**config.mk**
```make
export PLATFORM = sky130hd
export DESIGN_NAME = kwdt_top
export DESIGN_NICKNAME = d
export VERILOG_FILES = /design/src/core/kwdt_pkg.sv /design/src/core/kwdt_prescaler.sv /design/src/core/kwdt_pulse_stretch.sv /design/src/core/kwdt_top.sv
export SDC_FILE = /design/constraint.sdc
export NUM_CORES = 1
export LEC_CHECK = 0
export BUFFER_PORTS_ARGS = -buffer_cell sky130_fd_sc_hd__clkbuf_2
export CORE_AREA = 2 2 87 89
export DETAILED_ROUTE_END_ITERATION = 6
export DIE_AREA = 0 0 89 91
export PLACE_DENSITY = 0.81
export SLEW_MARGIN = 20
export SYNTH_ARGS = -nofsm -noshare
export SYNTH_HDL_FRONTEND = slang
export SYNTH_SLANG_ARGS = --single-unit
export TNS_END_PERCENT = 30
```
**constraint.sdc**
```tcl
create_clock -name clk -period 2.11 [get_ports clk]
set_input_delay 0.1055 -clock clk [delete_from_list [all_inputs] [get_ports clk]]
set_output_delay 0.1055 -clock clk [all_outputs]
set_load 0.01 [all_outputs]
```
**src/core/kwdt_pkg.sv**
```systemverilog
// Constants and types for the keyed watchdog timer
// How it works
// - Overflow with reset enable requests internal reset
// - Overflow with interrupt enable pulses interrupt line
// - Overflow with pin enable drives pin low 8 clocks
// - Timeout is 16-bit counter decremented per tick
// - Restart loads FFF plus preload-high nibble
// - Tick source divides clock by 32/128/1024/4096
// - Mode register changes only with matching key
// - Action mode key 0x234, key reads zero
// - Clock mode key 0x06E, key reads zero
// - Restart only when restart key is 0xC071
// - Disabled: no outputs; enabled: only enabled outputs
// - Overflow flag sticky until restart or reset
package kwdt_pkg;

	localparam int ADDR_W = 8;
	localparam logic [7:0] OFS_ACTION_MODE = 8'h00;
	localparam logic [7:0] OFS_CLOCK_MODE = 8'h04;
	localparam logic [7:0] OFS_RESTART = 8'h08;
	localparam logic [7:0] OFS_STATUS = 8'h0C;

	localparam int OMR_FIELD_MSB = 3;
	localparam int OMR_KEY_LSB = 4;
	localparam int OMR_KEY_MSB = 15;
	localparam logic [11:0] OMR_KEY = 12'h234;

	localparam int CMR_FIELD_MSB = 5;
	localparam int CMR_KEY_LSB = 7;
	localparam int CMR_KEY_MSB = 15;
	localparam logic [8:0] CMR_KEY = 9'h06E;

	localparam int RESTART_KEY_MSB = 15;
	localparam logic [15:0] RESTART_KEY = 16'hC071;

	localparam int CNT_W = 16;
	localparam logic [11:0] PRELOAD_LOW = 12'hFFF;

	localparam int PRESCALE_W = 12;
	localparam logic [11:0] DIV32_MASK = 12'h01F;
	localparam logic [11:0] DIV128_MASK = 12'h07F;
	localparam logic [11:0] DIV1024_MASK = 12'h3FF;
	localparam logic [11:0] DIV4096_MASK = 12'hFFF;

	localparam int PIN_PULSE_CYCLES = 8;

	localparam logic [3:0] OMR_RESET = 4'h0;
	localparam logic [5:0] CMR_RESET = 6'h00;

	typedef struct packed {
		logic pinEn;
		logic irq_on_overflow_en;
		logic reset_on_overflow_en;
		logic watchdog_enable_bit;
	} kwdt_omr_t;

	typedef struct packed {
		logic [3:0] preloadHigh;
		logic [1:0] tickSel;
	} kwdt_cmr_t;

endpackage

```
**src/core/kwdt_prescaler.sv**
```systemverilog
// Tick generator dividing the system clock by a selectable power of two
`timescale 1ns/10ps
`default_nettype none
module kwdt_prescaler
	import kwdt_pkg::*;
(
	input wire logic clk,
	input wire logic nrst,
	input wire logic [1:0] tickSel,
	input wire logic clr,
	output logic tick
);

	logic [PRESCALE_W-1:0] cnt_q;
	logic [PRESCALE_W-1:0] mask;

	always_comb begin
		case (tickSel)
			2'h0: mask = DIV32_MASK;
			2'h1: mask = DIV128_MASK;
			2'h2: mask = DIV1024_MASK;
			default: mask = DIV4096_MASK;
		endcase
	end

	// Free-running; restart clears it so the first period is full
	always_ff @(posedge clk or negedge nrst) begin
		if (!nrst) begin
			cnt_q <= '0;
			tick <= 1'b0;
		end else begin
			cnt_q <= clr ? '0 : cnt_q + 1'b1;
			tick <= !clr && ((cnt_q & mask) == mask);
		end
	end

endmodule
`default_nettype wire

```
**src/core/kwdt_pulse_stretch.sv**
```systemverilog
// Active-low pulse of fixed length on a one-cycle trigger
`timescale 1ns/10ps
`default_nettype none
module kwdt_pulse_stretch
	import kwdt_pkg::*;
#(
	parameter int LEN = PIN_PULSE_CYCLES
)(
	input wire logic clk,
	input wire logic nrst,
	input wire logic trig,
	output logic outN
);

	logic [$clog2(LEN+1)-1:0] cnt_q;

	always_ff @(posedge clk or negedge nrst) begin
		if (!nrst) begin
			cnt_q <= '0;
			outN <= 1'b1;
		end else if (trig) begin
			cnt_q <= ($clog2(LEN+1))'(LEN - 1);
			outN <= 1'b0;
		end else if (cnt_q != '0) begin
			cnt_q <= cnt_q - 1'b1;
			outN <= 1'b0;
		end else begin
			outN <= 1'b1;
		end
	end

endmodule
`default_nettype wire

```
**src/core/kwdt_top.sv**
```systemverilog
// Keyed watchdog timer with AHB-Lite register slave
//
// Decided for this implementation: register access over AHB-Lite.
`timescale 1ns/10ps
`default_nettype none
module kwdt_top
	import kwdt_pkg::*;
(
	input wire logic clk,
	input wire logic nrst,
	input wire logic hsel,
	input wire logic [31:0] haddr,
	input wire logic [1:0] htrans,
	input wire logic hwrite,
	input wire logic [2:0] hsize,
	input wire logic [31:0] hwdata,
	input wire logic hready,
	output logic hreadyout,
	output logic hresp,
	output logic [31:0] hrdata,
	output logic internalResetReq,
	output logic overflowIrqPulse,
	output logic overflowOutN
);

	// Bus phase tracking

	logic [ADDR_W-1:0] addr_q;
	logic wrPend_q;
	logic rdPend_q;
	logic accept;

	// Only single word transfers are expected; size is not decoded
	assign accept = hsel && hready && htrans[1];

	always_ff @(posedge clk or negedge nrst) begin
		if (!nrst) begin
			addr_q <= '0;
			wrPend_q <= 1'b0;
			rdPend_q <= 1'b0;
		end else begin
			if (accept) begin
				addr_q <= haddr[ADDR_W-1:0];
			end
			wrPend_q <= accept && hwrite;
			rdPend_q <= accept && !hwrite;
		end
	end

	// One wait state on reads so a read right after a write sees it
	always_ff @(posedge clk or negedge nrst) begin
		if (!nrst) begin
			hreadyout <= 1'b1;
			hresp <= 1'b0;
		end else begin
			hreadyout <= !(accept && !hwrite);
			hresp <= 1'b0;
		end
	end

	// Write strobes in the data phase

	logic wrOmr;
	logic wrCmr;
	logic wrCr;
	logic omrKeyOk;
	logic cmrKeyOk;
	logic restart;

	assign wrOmr = wrPend_q && (addr_q == OFS_ACTION_MODE);
	assign wrCmr = wrPend_q && (addr_q == OFS_CLOCK_MODE);
	assign wrCr = wrPend_q && (addr_q == OFS_RESTART);
	assign omrKeyOk = hwdata[OMR_KEY_MSB:OMR_KEY_LSB] == OMR_KEY;
	assign cmrKeyOk = hwdata[CMR_KEY_MSB:CMR_KEY_LSB] == CMR_KEY;
	assign restart = wrCr &&
		(hwdata[RESTART_KEY_MSB:0] == RESTART_KEY);

	// Mode registers

	kwdt_omr_t omr_q;
	kwdt_cmr_t cmr_q;

	// Key and settings must arrive in one write; a bad key is dropped
	always_ff @(posedge clk or negedge nrst) begin
		if (!nrst) begin
			omr_q <= kwdt_omr_t'(OMR_RESET);
		end else if (wrOmr && omrKeyOk) begin
			omr_q <= kwdt_omr_t'(hwdata[OMR_FIELD_MSB:0]);
		end
	end

	always_ff @(posedge clk or negedge nrst) begin
		if (!nrst) begin
			cmr_q <= kwdt_cmr_t'(CMR_RESET);
		end else if (wrCmr && cmrKeyOk) begin
			cmr_q <= kwdt_cmr_t'(hwdata[CMR_FIELD_MSB:0]);
		end
	end

	// Tick source

	logic tick;

	kwdt_prescaler u_prescaler (
		.clk(clk),
		.nrst(nrst),
		.tickSel(cmr_q.tickSel),
		.clr(restart),
		.tick(tick)
	);

	// Down counter

	logic [CNT_W-1:0] count_q;
	logic [CNT_W-1:0] preload;
	logic overflow;

	assign preload = {cmr_q.preloadHigh, PRELOAD_LOW};
	assign overflow = omr_q.watchdog_enable_bit && tick && (count_q == '0);

	// After an overflow the counter reloads, so an ignored watchdog
	// keeps firing once per period
	always_ff @(posedge clk or negedge nrst) begin
		if (!nrst) begin
			count_q <= '0;
		end else if (restart || overflow) begin
			count_q <= preload;
		end else if (omr_q.watchdog_enable_bit && tick) begin
			count_q <= count_q - 1'b1;
		end
	end

	// Overflow actions

	always_ff @(posedge clk or negedge nrst) begin
		if (!nrst) begin
			internalResetReq <= 1'b0;
		end else begin
			internalResetReq <= overflow && omr_q.reset_on_overflow_en;
		end
	end

	always_ff @(posedge clk or negedge nrst) begin
		if (!nrst) begin
			overflowIrqPulse <= 1'b0;
		end else begin
			overflowIrqPulse <= overflow && omr_q.irq_on_overflow_en;
		end
	end

	kwdt_pulse_stretch #(
		.LEN(PIN_PULSE_CYCLES)
	) u_pin_pulse (
		.clk(clk),
		.nrst(nrst),
		.trig(overflow && omr_q.pinEn),
		.outN(overflowOutN)
	);

	// Status flag; an overflow in the restart cycle is kept

	logic overflowFlag_q;

	always_ff @(posedge clk or negedge nrst) begin
		if (!nrst) begin
			overflowFlag_q <= 1'b0;
		end else if (overflow) begin
			overflowFlag_q <= 1'b1;
		end else if (restart) begin
			overflowFlag_q <= 1'b0;
		end
	end

	// Read data

	logic [31:0] rdMux;

	// Key fields are never stored, so they read as zero
	always_comb begin
		case (addr_q)
			OFS_ACTION_MODE: rdMux = {28'h0000000, omr_q};
			OFS_CLOCK_MODE: rdMux = {26'h0, cmr_q};
			OFS_STATUS: rdMux = {31'h0, overflowFlag_q};
			default: rdMux = 32'h00000000;
		endcase
	end

	always_ff @(posedge clk or negedge nrst) begin
		if (!nrst) begin
			hrdata <= 32'h00000000;
		end else if (rdPend_q) begin
			hrdata <= rdMux;
		end
	end

	// Checks

	// Tick spacing monitor; a divider change voids one period, so the
	// tick right after it is not timed
	logic [12:0] tickGap_q;
	logic [12:0] tickPeriod;
	logic [1:0] tickSelPrev_q;
	logic gapValid_q;

	always_comb begin
		case (cmr_q.tickSel)
			2'h0: tickPeriod = {1'b0, DIV32_MASK} + 13'h0001;
			2'h1: tickPeriod = {1'b0, DIV128_MASK} + 13'h0001;
			2'h2: tickPeriod = {1'b0, DIV1024_MASK} + 13'h0001;
			default: tickPeriod = {1'b0, DIV4096_MASK} + 13'h0001;
		endcase
	end

	always_ff @(posedge clk or negedge nrst) begin
		if (!nrst) begin
			tickGap_q <= 13'h0000;
			tickSelPrev_q <= 2'h0;
			gapValid_q <= 1'b1;
		end else begin
			tickSelPrev_q <= cmr_q.tickSel;
			if (restart) begin
				tickGap_q <= 13'h0000;
			end else if (tick) begin
				tickGap_q <= 13'h0001;
			end else begin
				tickGap_q <= tickGap_q + 13'h0001;
			end
			if (cmr_q.tickSel != tickSelPrev_q) begin
				gapValid_q <= 1'b0;
			end else if (tick || restart) begin
				gapValid_q <= 1'b1;
			end
		end
	end

	resetReqCause_a: assert property (
		@(posedge clk) disable iff (!nrst)
		internalResetReq |-> $past(overflow && omr_q.reset_on_overflow_en))
		else $error("reset request without enabled overflow");

	resetReqPulse_a: assert property (
		@(posedge clk) disable iff (!nrst)
		internalResetReq |=> !internalResetReq)
		else $error("reset request longer than one cycle");

	irqPulseCause_a: assert property (
		@(posedge clk) disable iff (!nrst)
		(overflow && omr_q.irq_on_overflow_en) |=> overflowIrqPulse ##1 !overflowIrqPulse)
		else $error("interrupt pulse missing or too long");

	pinLowEight_a: assert property (
		@(posedge clk) disable iff (!nrst)
		$fell(overflowOutN) |-> !overflowOutN[*8] ##1 overflowOutN)
		else $error("overflow pin low for wrong length");

	pinLowCause_a: assert property (
		@(posedge clk) disable iff (!nrst)
		$fell(overflowOutN) |-> $past(overflow && omr_q.pinEn))
		else $error("overflow pin fell without cause");

	countDecrement_a: assert property (
		@(posedge clk) disable iff (!nrst)
		(omr_q.watchdog_enable_bit && tick && !restart && count_q != '0)
		|=> count_q == $past(count_q) - 16'h0001)
		else $error("counter did not decrement on tick");

	countHold_a: assert property (
		@(posedge clk) disable iff (!nrst)
		(!omr_q.watchdog_enable_bit && !restart) |=> count_q == $past(count_q))
		else $error("counter moved while disabled");

	restartLoad_a: assert property (
		@(posedge clk) disable iff (!nrst)
		restart |=> count_q == {$past(cmr_q.preloadHigh), 12'hFFF})
		else $error("restart loaded wrong value");

	omrBadKey_a: assert property (
		@(posedge clk) disable iff (!nrst)
		(wrOmr && hwdata[15:4] != 12'h234) |=> $stable(omr_q))
		else $error("action mode changed with bad key");

	cmrBadKey_a: assert property (
		@(posedge clk) disable iff (!nrst)
		(wrCmr && hwdata[15:7] != 9'h06E) |=> $stable(cmr_q))
		else $error("clock mode changed with bad key");

	badRestart_a: assert property (
		@(posedge clk) disable iff (!nrst)
		(wrCr && hwdata[15:0] != 16'hC071 && !omr_q.watchdog_enable_bit)
		|=> $stable(count_q) && $stable(overflowFlag_q))
		else $error("restart with wrong key had effect");

	disabledQuiet_a: assert property (
		@(posedge clk) disable iff (!nrst)
		!omr_q.watchdog_enable_bit |=> !internalResetReq && !overflowIrqPulse
			&& !$fell(overflowOutN))
		else $error("output while watchdog disabled");

	flagSet_a: assert property (
		@(posedge clk) disable iff (!nrst)
		overflow |=> overflowFlag_q)
		else $error("overflow flag not set");

	flagClear_a: assert property (
		@(posedge clk) disable iff (!nrst)
		$fell(overflowFlag_q) |-> $past(restart))
		else $error("overflow flag cleared without restart");

	readWait_a: assert property (
		@(posedge clk) disable iff (!nrst)
		(accept && !hwrite) |=> !hreadyout ##1 hreadyout)
		else $error("read wait state wrong");

	writeNoWait_a: assert property (
		@(posedge clk) disable iff (!nrst)
		(accept && hwrite) |=> hreadyout)
		else $error("write data phase stalled");

	tickSpacing_a: assert property (
		@(posedge clk) disable iff (!nrst)
		(tick && gapValid_q && cmr_q.tickSel == tickSelPrev_q)
		|-> tickGap_q == tickPeriod)
		else $error("tick period does not match divider");

	overflowReload_a: assert property (
		@(posedge clk) disable iff (!nrst)
		overflow |=> count_q == $past(preload))
		else $error("counter not reloaded after overflow");

	flagHold_a: assert property (
		@(posedge clk) disable iff (!nrst)
		(overflowFlag_q && !restart) |=> overflowFlag_q)
		else $error("overflow flag lost without restart");

	omrGoodKey_a: assert property (
		@(posedge clk) disable iff (!nrst)
		(wrOmr && hwdata[15:4] == 12'h234)
		|=> omr_q == $past(hwdata[3:0]))
		else $error("action mode not written with good key");

	cmrGoodKey_a: assert property (
		@(posedge clk) disable iff (!nrst)
		(wrCmr && hwdata[15:7] == 9'h06E)
		|=> cmr_q == $past(hwdata[5:0]))
		else $error("clock mode not written with good key");

	omrKeyRead_a: assert property (
		@(posedge clk) disable iff (!nrst)
		(rdPend_q && addr_q == OFS_ACTION_MODE)
		|=> hrdata[31:4] == 28'h0000000)
		else $error("action mode key bits not read as zero");

	irqDisabled_a: assert property (
		@(posedge clk) disable iff (!nrst)
		(overflow && !omr_q.irq_on_overflow_en) |=> !overflowIrqPulse)
		else $error("interrupt pulse while not enabled");

endmodule
`default_nettype wire

```
==> out/results.txt <==
The die is 91 um tall. At the worst endpoint, the arrival time is 2.41 ns. In this run the critical register-to-register path is launched from addr_q[4]. For this run, the post-layout net count is 440. Total DRC errors in the routed layout: 0. The data required time at the worst endpoint is 2.33 ns, and the HPWL after detailed placement is 4360 um. The via count of the first global-routing pass came out at 2,251. The checks that failed: setup timing. A synthesized cell averages 11.0 um2. Setup violations remaining at the end of the flow were counted as 7. After clock tree synthesis, the clock-pin slew on the worst setup and hold paths is 0.08 ns.

The area fraction of the dominant cell type after synthesis came out at 0.490. sky130_fd_sc_hd__dfrtp_1 takes more of the synthesized area than any other cell. The sequential cells in the finished layout cover a total of 1600 um2. Among all flip-flop cells after synthesis, the most frequent one is sky130_fd_sc_hd__dfrtp_1. The floorplan has 31 rows. The logs give 0 for the number of pins exceeding their max-slew limit in the final report and 0.0115 ns for the setup clock skew after layout. The synthesized instance count is 289, and the detailed-route wire length per cell is 13.1 um. The footprint of the multi-input gates came out at 1420 um2.

Capture point of the worst reg-to-reg path: omr_q[0]. Wires add up to 6100 um. The hold-critical path endpoint is omr_q[2]. In this run the cell area of the synthesized design comes to 3170 um2. In this run the worst hold path is classified as in2reg. The routability-driven placement congestion ratio was 0.726.

The pin count of the biggest net entering global routing was 25. 0 antenna diodes ended up in the layout. Setup total negative slack on the finished layout was measured at -0.291 ns. The starting DRC count in detailed routing was 112; the number of flops mapped to enable cells by yosys was 0.

By area the synthesized netlist is led by sky130_fd_sc_hd__dfrtp_1 49%, sky130_fd_sc_hd__mux2_2 7.5%, sky130_fd_sc_hd__buf_4 6.4%. The first-pass GRT wire length came out at 10,400 um. Ratio of cells with drive above 1 in the final layout: 0.279. Before CTS, the worst setup slack after placement is -0.0926 ns.

The H-tree generated during clock tree synthesis spans 3 levels. Setup repair after global routing could not meet its margin everywhere. In this run the most critical hold path is launched from hwdata[2].

Pin placement for this block handled 111 I/O pins. The share of the clock period used by the worst path came out at 1.04. Among the stages of the critical path, the cell type that occurs most often is sky130_fd_sc_hd__nor4_4. The tools report the static leakage power as 1.76 nW. For the combined global-route utilization of all metal layers, the log shows 0.166. Counting the buffers created by CTS gives 9.

The cell area after placement was 3470 um2; the area enclosed by the die boundary was 8100 um2. The deepest clock path buffer count was 2. The worst-case IR drop observed on VDD is 0.404 mV.

STA classifies the critical path startpoint as a flop. The most common cell after layout, fill and taps aside is sky130_fd_sc_hd__dfrtp_1. Along the worst path, the maximum fanout reaches 4. Synthesis instantiated 44 different standard cells from the library. The time the worst path needs with I/O delays and setup is 2.19 ns. CTS saw 64 sinks.

The global route total overflow is 0. The measured slew at the worst slew-check pin is 0.568 ns, and the number of hold violations in the final report is 0. The post-layout worst setup margin was -0.0758 ns. The finished cells cover 3810 um2.

The critical path goes through nor4_4 -> nand3b_4 -> or4_4 -> nor4_4 -> buf_4 -> mux2_2. The worst reg-to-reg path cell count works out to 6. Max-cap violations in this run came to 0.

The area growth from synthesis to layout was 20.3%. TritonCTS built the clock tree. The maximum clock frequency was 457 MHz; the per-cell via count in the routed design was 4.91.

The setup check on the worst reg-to-reg path leaves a slack of -0.08 ns. After floorplanning, the core was sized to cover 7140 um2. The cell sitting at the root of the clock tree is a sky130_fd_sc_hd__clkbuf_8. The remaining number of nets flagged by the antenna check after routing was 0. The number of vias in the routed layout is 2,281. Counting flops and latches in the post-synthesis netlist gives 64. The delay of the slowest cell on the worst path works out to 0.53 ns. The proportion of synthesized chip area in sequential cells was 0.507. The worst-path cell with the longest stage delay was sky130_fd_sc_hd__or4_4. Measured along the x axis, the die boundary spans 89 um.

The count of fill cells added during filler insertion is 639. The tools report the number of antenna violations at the first check in global routing as 0. For the relative max-transition margin, the log shows 0.621.

The run finished, with violations left. The worst hold path was traced through 2 stages. Count of input and output buffers: 39. The critical path endpoint category was a flop. The power density over cell area was 664 nW/um2. The effective utilization at floorplan came out at 0.444. In the layout the commonest cells are 62 x sky130_fd_sc_hd__dfrtp_1, 39 x sky130_fd_sc_hd__clkbuf_2, 27 x sky130_fd_sc_hd__conb_1. The fraction of registers with async set/reset works out to 1.00.

Before antenna repair, the detailed router went through 6 iterations. Critical path class: reg2reg. Clock latency on the worst-skew pair, taken at its later pin, is 0.34 ns. The end-of-flow core utilization is 0.534, and the count of synthesis-stage warnings from yosys is 0.
[repair_timing]
| item | 4_1_cts | 5_1_grt |
|---|---|---|
| hold buffers | 9 | 1 |
| resized for setup | 0 | 5 |
| setup buffers | 1 | 1 |
| endpoints found under the hold margin | 27 | 1 |
| endpoints found under the setup margin | 10 | 16 |
| pin swaps | 1 | 1 |
[critical path: cells and delay by family, from the launching register on]
kind                   cells  cell delay (ns)
multiplexers               1             0.33
flip-flops                 1             0.41
AND/OR/NAND/NOR            4             1.15
buffers and inverters      1             0.17
[kinds of logic after synthesis]
group           Yosys count  share of synthesized area
compound gates           17                     0.0356
xor+xnor                 26                     0.0719
fa+ha+maj                 5                     0.0198
buf+inv                  44                     0.0845
flops                    64                      0.507
mux                      26                     0.0913
other cells               1                    0.00118
simple gates            106                      0.189
[metal layers]
layer	GRT usage	up-vias	wire (um)
li1	-	1082	-
met1	0.215	1114	2530
met2	0.265	79	3160
met3	0.0473	6	338
met4	0.0560	0	65
met5	0	-	0
[power breakdown]
group	switching (mW)	internal [mW]	total (mW)
sequential	0.0258	1.26	1.28
combinational	0.110	0.101	0.211
clock	0.491	0.544	1.03
[metrics by stage]
stage	hold slack, ns	power [mW]	cells
CTS	0.00301	2.54	463
detailed placement	0.0879	1.50	437
floorplan	-0.190	1.44	315
global placement	0.0824	1.49	437
finish	0.0420	2.53	465
global route	0.0400	2.63	465
[state kept, by name, summed over array words and instances (netlist names), 4 cells and up]
name	cells
omr_q	4
cmr_q	6
addr_q	8
u_prescaler.cnt_q	12
u_pin_pulse.cnt_q	4
count_q	16
hrdata	6
[layout make-up]
cell class	instances	area share
sequential	64	0.421
timing repair buffer	65	0.109
clock buffer	9	0.0325
clock inverter	7	0.0190
multi-input combinational	207	0.372
tap	99	0.0325
inverter	14	0.0138
[Yosys cell counts (all sizes together), types with 5 or more instances]
cell    n
dfrtp  62
buf    28
nor2   27
nand2  25
mux2   23
inv    14
nand3  14
xnor2  13
xor2   13
nor4    7
nor3    6
ha      5
[worst max path at each step]
stage | slack (ns) | startpoint | endpoint
after floorplan | -0.009 | addr_q[1] | omr_q[0]
after global placement | -0.04 | addr_q[1] | omr_q[0]
after detailed placement | -0.09 | addr_q[1] | omr_q[1]
after CTS | -0.07 | addr_q[1] | omr_q[3]
after global routing | -0.18 | addr_q[4] | omr_q[1]
final | -0.08 | addr_q[4] | omr_q[0]
Note: power is estimated with default switching activity, not from simulation.
